**src/inc/sleep_wake_pkg.sv**
```systemverilog
// Package for the sleep/wake sequencer: states, flow-control codes, timing.
// Assumes a 125 MHz clock and byte-wide serial transmit handshake outside.
package sleep_wake_pkg;

  // ----------------------------------------------------------------------
  // Timing
  // ----------------------------------------------------------------------
  localparam int unsigned CLK_HZ = 125_000_000;
  localparam int unsigned XON_PERIOD_S = 1;
  localparam int unsigned XON_PERIOD_CYC = XON_PERIOD_S * CLK_HZ;
  localparam int unsigned POR_HOLD_CYC = 16;
  localparam int unsigned BLINK_HALF_CYC = 62_500_000;

  // ----------------------------------------------------------------------
  // Serial codes and reset values
  // ----------------------------------------------------------------------
  localparam logic [7:0] XOFF_CHAR = 8'h13;
  localparam logic [7:0] XON_CHAR = 8'h11;
  localparam logic [7:0] RESTART_NOTICE_CODE = 8'h01;
  localparam logic [7:0] STATUS_REPORT_CODE = 8'h02;
  localparam logic [1:0] SYNC_RESET = 2'b00;

  // Main sequencer states, one-hot.
  typedef enum logic [5:0] {
    ST_RUN   = 6'b00_0001,
    ST_SLEEP = 6'b00_0010,
    ST_POR   = 6'b00_0100,
    ST_XOFF  = 6'b00_1000,
    ST_NOTE  = 6'b01_0000,
    ST_STAT  = 6'b10_0000
  } seq_state_t;

  // Byte request towards the serial transmitter.
  typedef struct packed {
    logic valid;
    logic [7:0] data;
  } tx_req_t;

  // Configuration inputs.
  typedef struct packed {
    logic sleep_pin_select;
    logic sw_flow_en;
    logic status_on_link_flag;
    logic router_role;
    logic gateway_role;
  } cfg_t;

  // Which source put the device to sleep.
  typedef enum logic [1:0] {
    SRC_CMD = 2'b01,
    SRC_PIN = 2'b10
  } sleep_src_t;

endpackage

```
**src/logic/sleep_wake_seq.sv**
```systemverilog
// Sleep entry/exit and restart sequencer of the mesh radio core.
// Assumes pins are synchronous; tx_ready_i accepts one byte per handshake.
// Functional notes
// - Sleep command in configuration mode puts the device to sleep.
// - Flow/sleep pin controls sleep only when sleep pin select is 1.
// - With pin sleep selected, pin driven low enters sleep.
// - Pin-entered sleep ends when the pin goes high.
// - Command-entered sleep ends only when setup pin goes high.
// - Every wake runs a full power-on reset sequence.
// - Pin pull-ups are off while asleep.
// - CTS stays high through reset until network link is made.
// - With software flow, one Xoff is sent when reset ends.
// - With software flow, first Xon only after mesh link.
// - Link indicator starts flashing after wake.
// - A restart notice is issued after wake.
// - Status report after wake only if status on link flag set.
// - Router forwards no traffic while asleep.
// - Gateway sends no beacons while asleep.
// - Xoff is 0x13, Xon is 0x11.
// - Xon repeats every second while ready to receive.
`timescale 1ns/1ps
`default_nettype none
module sleep_wake_seq (
  // Clock, reset, enable.
  input wire logic clk_i,
  input wire logic arst_n_i,
  input wire logic ce_i,
  // Configuration and host pins.
  input wire sleep_wake_pkg::cfg_t cfg_i,
  input wire logic config_mode_i,
  input wire logic sleep_cmd_i,
  input wire logic flow_or_sleep_pin_i,
  input wire logic setup_mode_pin_i,
  input wire logic net_connected_i,
  input wire logic rx_ready_i,
  // Serial transmit handshake.
  input wire logic tx_ready_i,
  output sleep_wake_pkg::tx_req_t tx_req_o,
  // Status and controls.
  output logic cts_o,
  output logic pullup_en_o,
  output logic asleep_o,
  output logic core_reset_o,
  output logic forward_en_o,
  output logic beacon_en_o,
  output logic host_rx_permit_o,
  output logic link_indicator_output_o,
  output logic status_report_o
);
  import sleep_wake_pkg::*;

  // ----------------------------------------------------------------------
  // Reset release
  // ----------------------------------------------------------------------
  logic [1:0] rst_sync_reg;
  logic rst_n;
  always_ff @(posedge clk_i or negedge arst_n_i) begin
    if (!arst_n_i) rst_sync_reg <= SYNC_RESET;
    else rst_sync_reg <= {rst_sync_reg[0], 1'b1};
  end
  assign rst_n = rst_sync_reg[1];

  // ----------------------------------------------------------------------
  // Decoding
  // ----------------------------------------------------------------------
  seq_state_t state_reg, state_next;
  sleep_src_t src_reg;
  logic por_done, blink_tick, xon_tick;
  logic tx_valid_reg, linked_reg, xon_sent_reg, blink_reg;
  logic [7:0] tx_data_reg;
  wire tx_free = !tx_valid_reg || tx_ready_i;
  wire pin_sleep = cfg_i.sleep_pin_select;
  wire cmd_enter = config_mode_i && sleep_cmd_i;
  wire pin_enter = pin_sleep && !flow_or_sleep_pin_i;
  // Wake source must match the entry source.
  wire wake = (src_reg == SRC_PIN) ? flow_or_sleep_pin_i : setup_mode_pin_i;
  wire link_up = (state_reg == ST_RUN) && net_connected_i;
  wire xon_due = cfg_i.sw_flow_en && linked_reg && rx_ready_i && (!xon_sent_reg || xon_tick);

  // ----------------------------------------------------------------------
  // Timers
  // ----------------------------------------------------------------------
  por_timer #(.COUNT(POR_HOLD_CYC)) u_por (
    .clk_i(clk_i), .rst_n_i(rst_n), .ce_i(ce_i),
    .load_i(state_reg == ST_SLEEP && wake), .done_o(por_done)
  );
  logic [31:0] blink_cnt_reg, xon_cnt_reg;
  assign blink_tick = (blink_cnt_reg == 32'h0000_0000);
  assign xon_tick = (xon_cnt_reg == 32'h0000_0000);

  // ----------------------------------------------------------------------
  // Next state
  // ----------------------------------------------------------------------
  always_comb begin
    state_next = state_reg;
    unique case (state_reg)
      ST_RUN: if (cmd_enter || pin_enter) state_next = ST_SLEEP;
      ST_SLEEP: if (wake) state_next = ST_POR;
      ST_POR: if (por_done) state_next = cfg_i.sw_flow_en ? ST_XOFF : ST_NOTE;
      ST_XOFF: if (tx_free) state_next = ST_NOTE;
      ST_NOTE: if (tx_free) state_next = cfg_i.status_on_link_flag ? ST_STAT : ST_RUN;
      ST_STAT: if (tx_free) state_next = ST_RUN;
      default: state_next = ST_POR;
    endcase
  end

  // State register and sleep source capture.
  always_ff @(posedge clk_i or negedge rst_n) begin
    if (!rst_n) begin
      state_reg <= ST_POR;
      src_reg <= SRC_CMD;
    end else if (ce_i) begin
      state_reg <= state_next;
      if (state_reg == ST_RUN && pin_enter) src_reg <= SRC_PIN;
      else if (state_reg == ST_RUN && cmd_enter) src_reg <= SRC_CMD;
    end
  end

  // Link tracking: cleared on each wake so Xon waits for a fresh link.
  always_ff @(posedge clk_i or negedge rst_n) begin
    if (!rst_n) begin
      linked_reg <= 1'b0;
      xon_sent_reg <= 1'b0;
      xon_cnt_reg <= 32'h0000_0000;
    end else if (ce_i) begin
      linked_reg <= link_up;
      if (state_reg != ST_RUN) xon_sent_reg <= 1'b0;
      else if (xon_due && tx_free) xon_sent_reg <= 1'b1;
      if (xon_due && tx_free) xon_cnt_reg <= XON_PERIOD_CYC - 1;
      else if (!xon_tick) xon_cnt_reg <= xon_cnt_reg - 32'h0000_0001;
    end
  end

  // ----------------------------------------------------------------------
  // Serial byte request; a byte stays valid until the transmitter takes it.
  // ----------------------------------------------------------------------
  always_ff @(posedge clk_i or negedge rst_n) begin
    if (!rst_n) begin
      tx_valid_reg <= 1'b0;
      tx_data_reg <= 8'h00;
    end else if (ce_i && tx_free) begin
      tx_valid_reg <= 1'b1;
      if (state_reg == ST_XOFF) tx_data_reg <= XOFF_CHAR;
      else if (state_reg == ST_NOTE) tx_data_reg <= RESTART_NOTICE_CODE;
      else if (state_reg == ST_STAT) tx_data_reg <= STATUS_REPORT_CODE;
      else if (xon_due) tx_data_reg <= XON_CHAR;
      else tx_valid_reg <= 1'b0;
    end
  end
  assign tx_req_o = '{valid: tx_valid_reg, data: tx_data_reg};

  // ----------------------------------------------------------------------
  // Indicator blink, active from the end of the power-on reset until sleep.
  // ----------------------------------------------------------------------
  always_ff @(posedge clk_i or negedge rst_n) begin
    if (!rst_n) begin
      blink_cnt_reg <= 32'h0000_0000;
      blink_reg <= 1'b0;
    end else if (ce_i) begin
      if (state_reg == ST_SLEEP || state_reg == ST_POR) begin
        blink_cnt_reg <= 32'h0000_0000;
        blink_reg <= 1'b0;
      end else if (blink_tick) begin
        blink_cnt_reg <= BLINK_HALF_CYC - 1;
        blink_reg <= !blink_reg;
      end else begin
        blink_cnt_reg <= blink_cnt_reg - 32'h0000_0001;
      end
    end
  end

  // ----------------------------------------------------------------------
  // Registered outputs. CTS high rejects host bytes until linked.
  // ----------------------------------------------------------------------
  always_ff @(posedge clk_i or negedge rst_n) begin
    if (!rst_n) begin
      cts_o <= 1'b1;
      pullup_en_o <= 1'b1;
      asleep_o <= 1'b0;
      core_reset_o <= 1'b1;
      forward_en_o <= 1'b0;
      beacon_en_o <= 1'b0;
      host_rx_permit_o <= 1'b0;
      link_indicator_output_o <= 1'b0;
      status_report_o <= 1'b0;
    end else if (ce_i) begin
      cts_o <= !(link_up && rx_ready_i);
      pullup_en_o <= (state_next != ST_SLEEP);
      asleep_o <= (state_next == ST_SLEEP);
      core_reset_o <= (state_next == ST_POR);
      forward_en_o <= cfg_i.router_role && (state_next == ST_RUN);
      beacon_en_o <= cfg_i.gateway_role && (state_next == ST_RUN);
      host_rx_permit_o <= !pin_sleep && !flow_or_sleep_pin_i;
      link_indicator_output_o <= blink_reg;
      status_report_o <= (state_reg == ST_STAT) && tx_free;
    end
  end
endmodule
`default_nettype wire

```
**src/logic/por_timer.sv**
```systemverilog
// Down-counter used for the power-on hold; the blink and Xon timers are counted in the sequencer.
// Assumes an asynchronous active-low reset and a shared clock enable.
`timescale 1ns/1ps
`default_nettype none
module por_timer #(
  parameter int unsigned COUNT = 16
) (
  // Clock, reset and enable.
  input wire logic clk_i,
  input wire logic rst_n_i,
  input wire logic ce_i,
  // Control.
  input wire logic load_i,
  output logic done_o
);
  logic [31:0] cnt_reg;

  // Reload on request, otherwise count down and flag zero from a register.
  always_ff @(posedge clk_i or negedge rst_n_i) begin
    if (!rst_n_i) begin
      cnt_reg <= COUNT - 1; // A reset starts a full hold, so the block's own reset runs the power-on sequence.
      done_o <= 1'b0;
    end else if (ce_i) begin
      if (load_i) begin
        cnt_reg <= COUNT - 1;
        done_o <= 1'b0;
      end else if (cnt_reg != 32'h0000_0000) begin
        cnt_reg <= cnt_reg - 32'h0000_0001;
        done_o <= (cnt_reg == 32'h0000_0001);
      end else begin
        done_o <= 1'b0;
      end
    end
  end
endmodule
`default_nettype wire

```
**config.mk**
```make
export PLATFORM = sky130hd
export DESIGN_NAME = sleep_wake_seq
export DESIGN_NICKNAME = d
export VERILOG_FILES = /design/src/inc/sleep_wake_pkg.sv /design/src/logic/sleep_wake_seq.sv /design/src/logic/por_timer.sv
export SDC_FILE = /design/constraint.sdc
export NUM_CORES = 1
export LEC_CHECK = 0
export ABC_CLOCK_PERIOD_IN_PS = 6250
export BUFFER_PORTS_ARGS = -buffer_cell sky130_fd_sc_hd__buf_2
export CAP_MARGIN = 0
export CORE_ASPECT_RATIO = 0.7
export CORE_UTILIZATION = 42
export DETAILED_ROUTE_END_ITERATION = 6
export PLACE_DENSITY = 0.64
export SYNTH_ARGS = -nofsm -noshare
export SYNTH_HDL_FRONTEND = slang
export SYNTH_SLANG_ARGS = --single-unit
```
**constraint.sdc**
```tcl
create_clock -name clk_i -period 6.25 [get_ports clk_i]
set_input_delay 0 -clock clk_i [delete_from_list [all_inputs] [get_ports clk_i]]
set_output_delay 0 -clock clk_i [all_outputs]
set_load 0.05 [all_outputs]
```
Word level (Yosys, flattened, before mapping)
Cells that the tools add are included.
{ "classes": {"n_mux": 32, "eq_ne": 14, "reduce_logical": 40, "addsub": 3} }
{ "op_table": {"columns": ["operator", "n"], "rows": [
  ["two-way mux 32 bit", 6],
  ["subtractor 32 x 1 -> 32 bit, second input constant", 3],
  ["logical NOT 32 bit", 2],
  ["two-way mux 6 bit", 7],
  ["case mux 6 bit (6 select lines)", 1],
  ["equality test 32 x 1 -> 1 bit, second input constant", 1],
  ["two-way mux 8 bit", 4],
  ["nonzero test 32 bit", 1],
  ["logical AND 1 bit", 16],
  ["equality test 6 x 1 -> 1 bit, second input constant", 2],
  ["equality test 6 x 2 -> 1 bit, second input constant", 2],
  ["equality test 6 x 3 -> 1 bit, second input constant", 2],
  ["AND reduction 2 bit", 6],
  ["two-way mux 1 bit", 11],
  ["nonzero test 2 bit", 4],
  ["equality test 6 x 4 -> 1 bit, second input constant", 1],
  ["equality test 6 x 5 -> 1 bit, second input constant", 1],
  ["equality test 6 bit, second input constant", 1],
  ["logical NOT 1 bit", 6],
  ["inequality test 6 x 1 -> 1 bit, second input constant", 1],
  ["inequality test 6 x 2 -> 1 bit, second input constant", 1],
  ["two-way mux 5 bit", 1],
  ["logical OR 1 bit", 4],
  ["two-way mux 2 bit", 2],
  ["other kinds (3)", 3]
]} }
{ "word_totals": {"regBits": 128, "out_inout_bits": 18, "elab_cells": 110} }

Longest topological paths before layout
{ "logic_depth": {"ltp_word": 7, "depth_mapped": 8, "depth_no_buf": 8} }

Hierarchy
From an unflattened synthesis, not the netlist that was laid out.
{ "hier_totals": {"hier_cells": 730, "area_unflattened_um2": 6826.5} }
{ "by_module_without_submodules": {"columns": ["module", "cells_each", "instances", "area_per_inst_um2"], "rows": [
  ["sleep_wake_seq", 505, 1, 4795.8],
  ["por_timer", 225, 1, 2030.7]
]} }

Worst setup path before layout
Ideal clock, no wire load.
{ "synth_path": {"path_type": "register -> register", "start": "reg blink_cnt_reg[8]", "end": "reg blink_cnt_reg[23]", "n_path_buf": 2, "synth_period_minus_slack_ns": 2.551, "setup_time_ns": 0.134, "path_stages_with_launch": 8, "path_slack_ns": 3.699, "arrival_ns": 2.416, "cell_sequence": "dfrtp_1 > or3_1 > clkbuf_1 > or4_1 > buf_2 > or4_4 > o41ai_1 > a21boi_1"} }
{ "synth_between": {"elab_chain_len": 3, "word_cells_on_any_way": 4, "classes_between": "add/sub (1); mux (2); reduce/logical (1)"} }
{ "synth_lines": {"columns": ["item", "line_no", "source"], "rows": [
  ["start: declaration", "sleep_wake_seq.sv:87", "logic [31:0] blink_cnt_reg, xon_cnt_reg;"],
  ["start signal: assignment", "sleep_wake_seq.sv:164", "blink_cnt_reg <= BLINK_HALF_CYC - 1;"],
  ["start signal: assignment", "sleep_wake_seq.sv:167", "blink_cnt_reg <= blink_cnt_reg - 32'h0000_0001;"],
  ["subtractor 32 x 1 -> 32 bit / logical NOT 32 bit (equally long branches)", "sleep_wake_seq.sv:167, sleep_wake_seq.sv:88", null],
  ["two-way mux 32 bit (*)", "sleep_wake_seq.sv:163", "end else if (blink_tick) begin"],
  ["two-way mux 32 bit (*)", "sleep_wake_seq.sv:160", "if (state_reg == ST_SLEEP || state_reg == ST_POR) begin"]
]} }
Every way passes the cells marked *; elsewhere a longest branch is shown, timed or not.
A chain may end at the register's enable or synchronous reset.

Worst setup path in the final report
{ "layout_path": {"start": "reg state_reg[5]", "end": "reg u_por.cnt_reg[4]"} }
{ "layout_between": {"elab_chain_len": 4, "word_cells_on_any_way": 5, "classes_between": "eq/ne (1); mux (1); reduce/logical (3)"} }
{ "layout_lines": {"columns": ["item", "line_no", "source"], "rows": [
  ["start: declaration", "sleep_wake_seq.sv:66", "seq_state_t state_reg, state_next;"],
  ["start signal: assignment", "sleep_wake_seq.sv:113", "state_reg <= state_next;"],
  ["equality test 6 x 2 -> 1 bit (*)", "sleep_wake_seq.sv:85", ".load_i(state_reg == ST_SLEEP && wake), .done_o(por_done)"],
  ["logical AND 1 bit (*)", "sleep_wake_seq.sv:85", null],
  ["nonzero test 2 bit (no source line)", null, null],
  ["AND reduction 2 bit (no source line)", null, null],
  ["end signal: assignment", "por_timer.sv:21", "cnt_reg <= COUNT - 1;"],
  ["end signal: assignment", "por_timer.sv:25", "cnt_reg <= COUNT - 1;"],
  ["end signal: assignment", "por_timer.sv:28", "cnt_reg <= cnt_reg - 32'h0000_0001;"],
  ["end: declaration", "por_timer.sv:16", "logic [31:0] cnt_reg;"]
]} }
Marks and branches as above.

==> impl_results.html <==
<table>
<tr><th>Metric</th><th>Value</th></tr>
<tr><th colspan="2">Outcome</th></tr>
<tr><td>Status</td><td>finished, final reports clean</td></tr>
<tr><th colspan="2">Global route</th></tr>
<tr><td>Combined global-route utilization of all metal layers</td><td>0.202</td></tr>
<tr><td>Initial antenna violation count</td><td>0</td></tr>
<tr><td>GRT Residual Overflow</td><td>0</td></tr>
<tr><td>First-pass GRT wire length</td><td>~25 mm</td></tr>
<tr><td>Maximum number of pins on one net before global-route repair</td><td>roughly 80</td></tr>
<tr><td>Number of global-route vias before repair</td><td>about 5,300</td></tr>
<tr><th colspan="2">Clock network</th></tr>
<tr><td>Root Buffer Master</td><td>sky130_fd_sc_hd__clkbuf_16</td></tr>
<tr><td>Clock Sinks</td><td>123</td></tr>
<tr><td>Count of buffers added by post-CTS timing repair for setup</td><td>0</td></tr>
<tr><td>Max clock buf depth</td><td>2</td></tr>
<tr><td>Total of cells resized after clock tree synthesis</td><td>0</td></tr>
<tr><td>Clock latency on the worst-skew pair</td><td>between 0.4 and 0.5 ns</td></tr>
<tr><td>TritonCTS clock tree</td><td>done</td></tr>
<tr><td>Number of H-tree branching levels</td><td>4</td></tr>
<tr><td>Post-CTS Hold Buffers</td><td>14</td></tr>
<tr><td>TritonCTS buffer count</td><td>17</td></tr>
<tr><td>Clock transition at the register clock pins on the worst setup and hold paths after CTS</td><td>~0.06 ns</td></tr>
<tr><th colspan="2">Routing</th></tr>
<tr><td>Initial DRC count</td><td>274</td></tr>
<tr><td>Detailed-route vias per instance</td><td>around 5.7</td></tr>
<tr><td>Remaining DRCs</td><td>0</td></tr>
<tr><td>Routed wire length</td><td>about 15 mm</td></tr>
<tr><td>Wirelength per Cell</td><td>15.8 um</td></tr>
<tr><td>Number of nets with antenna violations after detailed routing</td><td>0</td></tr>
<tr><td>Pre-antenna DRT Iters</td><td>5</td></tr>
<tr><td>Routed via count</td><td>roughly 5,400</td></tr>
<tr><th colspan="2">Floorplanning</th></tr>
<tr><td>Die outline area</td><td>roughly 16,000 sq um</td></tr>
<tr><td>Number of rows created at floorplan</td><td>37</td></tr>
<tr><td>Floorplan core area</td><td>roughly 15,000 sq um</td></tr>
<tr><td>Initial standard-cell utilization of the core</td><td>0.439</td></tr>
<tr><td>Count of boundary I/O pins</td><td>33</td></tr>
<tr><td>Die extent in y</td><td>~110 um</td></tr>
<tr><td>Horizontal die dimension</td><td>152 um</td></tr>
<tr><th colspan="2">Timing</th></tr>
<tr><td>Worst Max-Slew Pin Slew</td><td>around 1.1 ns</td></tr>
<tr><td>Clock period minus final worst setup slack</td><td>3.38 ns</td></tr>
<tr><td>Max-slew violation count</td><td>0</td></tr>
<tr><td>Hold Slack</td><td>between 0.2 and 0.25 ns</td></tr>
<tr><td>Final critical-path share of the clock period</td><td>0.542</td></tr>
<tr><td>Skew final</td><td>0.0103 ns</td></tr>
<tr><td>Max frequency</td><td>295 MHz</td></tr>
<tr><td>Worst max-slew margin expressed relative to the limit</td><td>0.262</td></tr>
<tr><td>Unrepaired setup endpoints after global routing</td><td>no</td></tr>
<tr><td>Setup violators final</td><td>0</td></tr>
<tr><td>Fin Setup TNS</td><td>0 ns</td></tr>
<tr><td>Number of endpoints with negative hold slack in the final report</td><td>0</td></tr>
<tr><th colspan="2">Logic synthesis</th></tr>
<tr><td>Xor/xnor share of the synthesized area</td><td>0.0758</td></tr>
<tr><td>Post-synth EDFFs</td><td>0</td></tr>
<tr><td>Post-synthesis adder-cell area fraction</td><td>0.0114</td></tr>
<tr><td>Post-synthesis instance area</td><td>~6600 sq um</td></tr>
<tr><td>Largest family of logic cells by synthesized area</td><td>simple AND/OR/NAND/NOR gates</td></tr>
<tr><td>Flip-flop and latch count after synthesis</td><td>123</td></tr>
<tr><td>Dominant synthesized flop cell</td><td>sky130_fd_sc_hd__dfrtp_1</td></tr>
<tr><td>Top post-synthesis cells by area</td><td>sky130_fd_sc_hd__dfrtp_1 (43%), sky130_fd_sc_hd__nor2_1 (5.4%), sky130_fd_sc_hd__xnor2_1 (4.8%)</td></tr>
<tr><td>Mean post-synth cell area</td><td>9.27 sq um</td></tr>
<tr><td>Yosys cell types</td><td>66</td></tr>
<tr><td>Area fraction of the dominant cell type after synthesis</td><td>0.433</td></tr>
<tr><td>Simple-gate share of the synthesized area</td><td>0.259</td></tr>
<tr><td>Dominant cell type by area after synthesis</td><td>sky130_fd_sc_hd__dfrtp_1</td></tr>
<tr><td>FFs w/ async S/R, synth</td><td>1.00</td></tr>
<tr><td>Syn Inst Count</td><td>711</td></tr>
<tr><td>Compound-gate portion of the synthesized area</td><td>0.124</td></tr>
<tr><td>Sequential element share of the synthesized area</td><td>0.469</td></tr>
<tr><td>Warning count from the yosys run</td><td>0</td></tr>
<tr><td>Fraction of synthesized area in multiplexers</td><td>0.0179</td></tr>
<tr><th colspan="2">Cells and area</th></tr>
<tr><td>Layout cell share with drive strength beyond 1</td><td>0.127</td></tr>
<tr><td>Final layout net count</td><td>between 700 and 800</td></tr>
<tr><td>Utilization after layout</td><td>0.505</td></tr>
<tr><td>Final antenna diode count</td><td>0</td></tr>
<tr><td>Area growth, synth to finish</td><td>14.9%</td></tr>
<tr><td>Final Instance Area</td><td>7570 sq um</td></tr>
<tr><td>Area occupied by registers</td><td>~3100 sq um</td></tr>
<tr><td>Layout fillers</td><td>approximately 1,400</td></tr>
<tr><td>Area of the multi-input gates</td><td>3240 sq um</td></tr>
<tr><th colspan="2">Worst setup path</th></tr>
<tr><td>Arrival time worst endpoint</td><td>3.67 ns</td></tr>
<tr><td>RR Startpoint</td><td>state_reg[5]$_DFFE_PN0P_</td></tr>
<tr><td>Required @ worst endpoint</td><td>~6.5 ns</td></tr>
<tr><td>Reg2reg end</td><td>u_por.cnt_reg[4]$_DFFE_PN0P_</td></tr>
<tr><td>Startpoint-to-endpoint class of the critical path</td><td>register to register</td></tr>
<tr><td>CP Launch Type</td><td>register</td></tr>
<tr><td>Logic depth of the worst register-to-register path</td><td>6</td></tr>
<tr><td>Register-to-Register Setup Slack</td><td>~2.9 ns</td></tr>
<tr><td>Largest fanout on the critical path</td><td>13</td></tr>
<tr><td>Crit end category</td><td>register</td></tr>
<tr><th colspan="2">Place</th></tr>
<tr><td>Cell area after placement</td><td>about 6800 sq um</td></tr>
<tr><td>Routability cong.</td><td>around 0.84</td></tr>
<tr><td>Number of port buffers</td><td>27</td></tr>
<tr><td>Detailed-placement wirelength estimate</td><td>9.96 mm</td></tr>
<tr><th colspan="2">Power and ir drop</th></tr>
<tr><td>Leakage</td><td>approximately 3.3 nW</td></tr>
<tr><td>Sum of internal, switching and leakage power</td><td>between 3 and 4 mW</td></tr>
<tr><td>Worst voltage drop across the vdd grid</td><td>0.299 mV</td></tr>
<tr><td>Power density of the placed cells</td><td>a little under 500 nW/um^2</td></tr>
<tr><th colspan="2">Job</th></tr>
<tr><td>Max-cap violations</td><td>0</td></tr>
<tr><th colspan="2">Hold path</th></tr>
<tr><td>Hold endpoint</td><td>asleep_o$_DFFE_PN0P_</td></tr>
<tr><td>Min-Delay Path Class</td><td>input port to register</td></tr>
<tr><td>Hold path depth</td><td>5</td></tr>
<tr><td>Launch instance of the worst min-delay path</td><td>config_mode_i</td></tr>
</table>
-- layer usage --
metal,part of all wire,track usage,vias to the layer above
li1,-,-,2605
met1,0.50,0.291,2665
met2,0.44,0.289,142
met3,0.047,0.0515,16
met4,0.010,0.0750,0
met5,0,0,-
-- critical path, stage by stage, from the launching register on --
cell and delay, ns:
sky130_fd_sc_hd__dfrtp_1 0.50, sky130_fd_sc_hd__or3_4 0.44, sky130_fd_sc_hd__or4_4 0.46, sky130_fd_sc_hd__o2111ai_1 0.84, sky130_fd_sc_hd__o21ai_0 0.48, sky130_fd_sc_hd__o311ai_0 0.41
sky130_fd_sc_hd__o41ai_1 0.13
-- metrics by stage --
stage | setup WS, ns | cells
finish | 2.87 | 950
global route | 2.49 | 950
CTS | 2.93 | 950
detailed placement | 2.96 | 904
global placement | 3.09 | 904
floorplan | 2.59 | 715
-- where the power goes --
part	internal, mW	leakage, nW	switching [mW]
logic	0.548	1.36	0.868
registers	1.07	1.61	0.272
clock network	0.608	0.282	0.369
total	2.22	3.26	1.51
-- placed cells by master, fill, tap and decap left out, types with 5 or more instances in the layout --
| cell | instances |
|---|---|
| sky130_fd_sc_hd__a21oi_1 | 19 |
| sky130_fd_sc_hd__a22oi_1 | 5 |
| sky130_fd_sc_hd__a31oi_1 | 5 |
| sky130_fd_sc_hd__and2_1 | 5 |
| sky130_fd_sc_hd__buf_2 | 27 |
| sky130_fd_sc_hd__clkbuf_16 | 17 |
| sky130_fd_sc_hd__conb_1 | 6 |
| sky130_fd_sc_hd__dfrtp_1 | 113 |
| sky130_fd_sc_hd__dfstp_2 | 9 |
| sky130_fd_sc_hd__dlygate4sd3_1 | 14 |
| sky130_fd_sc_hd__ha_1 | 6 |
| sky130_fd_sc_hd__inv_1 | 25 |
| sky130_fd_sc_hd__mux2_2 | 6 |
| sky130_fd_sc_hd__mux2i_1 | 5 |
| sky130_fd_sc_hd__nand2_1 | 53 |
| sky130_fd_sc_hd__nand2b_1 | 11 |
| sky130_fd_sc_hd__nand3_1 | 25 |
| sky130_fd_sc_hd__nand3b_1 | 5 |
| sky130_fd_sc_hd__nand4_1 | 10 |
| sky130_fd_sc_hd__nor2_1 | 94 |
| sky130_fd_sc_hd__nor2b_1 | 6 |
| sky130_fd_sc_hd__nor3_1 | 28 |
| sky130_fd_sc_hd__nor4_1 | 33 |
| sky130_fd_sc_hd__o211ai_1 | 8 |
| sky130_fd_sc_hd__o21ai_0 | 36 |
| sky130_fd_sc_hd__o311ai_0 | 5 |
| sky130_fd_sc_hd__o31ai_1 | 10 |
| sky130_fd_sc_hd__o41ai_1 | 6 |
| sky130_fd_sc_hd__or2_2 | 7 |
| sky130_fd_sc_hd__or3_1 | 17 |
| sky130_fd_sc_hd__or4_1 | 8 |
| sky130_fd_sc_hd__xnor2_1 | 36 |
| sky130_fd_sc_hd__xor2_1 | 21 |
-- cell type report --
| type | count | area share |
|---|---|---|
| timing repair buffer | 45 | 0.0403 |
| sequential | 123 | 0.409 |
| clock inverter | 13 | 0.0185 |
| clock buffer | 19 | 0.0599 |
| inverter | 25 | 0.0124 |
| tap | 195 | 0.0322 |
| multi-input combinational | 530 | 0.428 |
-- cells in the mapped netlist, types with 11 or more instances --
library cell               count
sky130_fd_sc_hd__a21oi_1      19
sky130_fd_sc_hd__clkbuf_1     23
sky130_fd_sc_hd__dfrtp_1     114
sky130_fd_sc_hd__inv_1        25
sky130_fd_sc_hd__nand2_1      53
sky130_fd_sc_hd__nand2b_1     11
sky130_fd_sc_hd__nand3_1      25
sky130_fd_sc_hd__nor2_1       94
sky130_fd_sc_hd__nor3_1       28
sky130_fd_sc_hd__nor4_1       33
sky130_fd_sc_hd__o21ai_0      36
sky130_fd_sc_hd__or3_1        17
sky130_fd_sc_hd__xnor2_1      36
sky130_fd_sc_hd__xor2_1       21
-- logic make-up (layout without fill, tap and decap cells) --
| family | count (synthesis) | after routing |
|---|---|---|
| other | 2 | 6 |
| adders and majority gates | 6 | 6 |
| AOI/OAI and AO/OA | 124 | 124 |
| muxes | 11 | 11 |
| DFF | 123 | 123 |
| and+or+nand+nor | 326 | 326 |
| xor gates and xnor gates | 57 | 57 |
| buffers and inverters | 62 | 102 |
-- worst max path at each step --
stage | startpoint | endpoint | slack, ns | cells past startpoint
after floorplan | rst_sync_reg[1]$_DFF_PN0_ | asleep_o$_DFFE_PN0P_ | 2.59 | 0
final | state_reg[5]$_DFFE_PN0P_ | u_por.cnt_reg[4]$_DFFE_PN0P_ | 2.87 | 6
after CTS | state_reg[5]$_DFFE_PN0P_ | u_por.cnt_reg[4]$_DFFE_PN0P_ | 2.93 | 6
after global placement | state_reg[5]$_DFFE_PN0P_ | u_por.cnt_reg[4]$_DFFE_PN0P_ | 3.09 | 6
after detailed placement | state_reg[5]$_DFFE_PN0P_ | u_por.cnt_reg[4]$_DFFE_PN0P_ | 2.96 | 6
after global routing | state_reg[5]$_DFFE_PN0P_ | u_por.cnt_reg[4]$_DFFE_PN0P_ | 2.49 | 6
(Power assumes the default switching activity.)
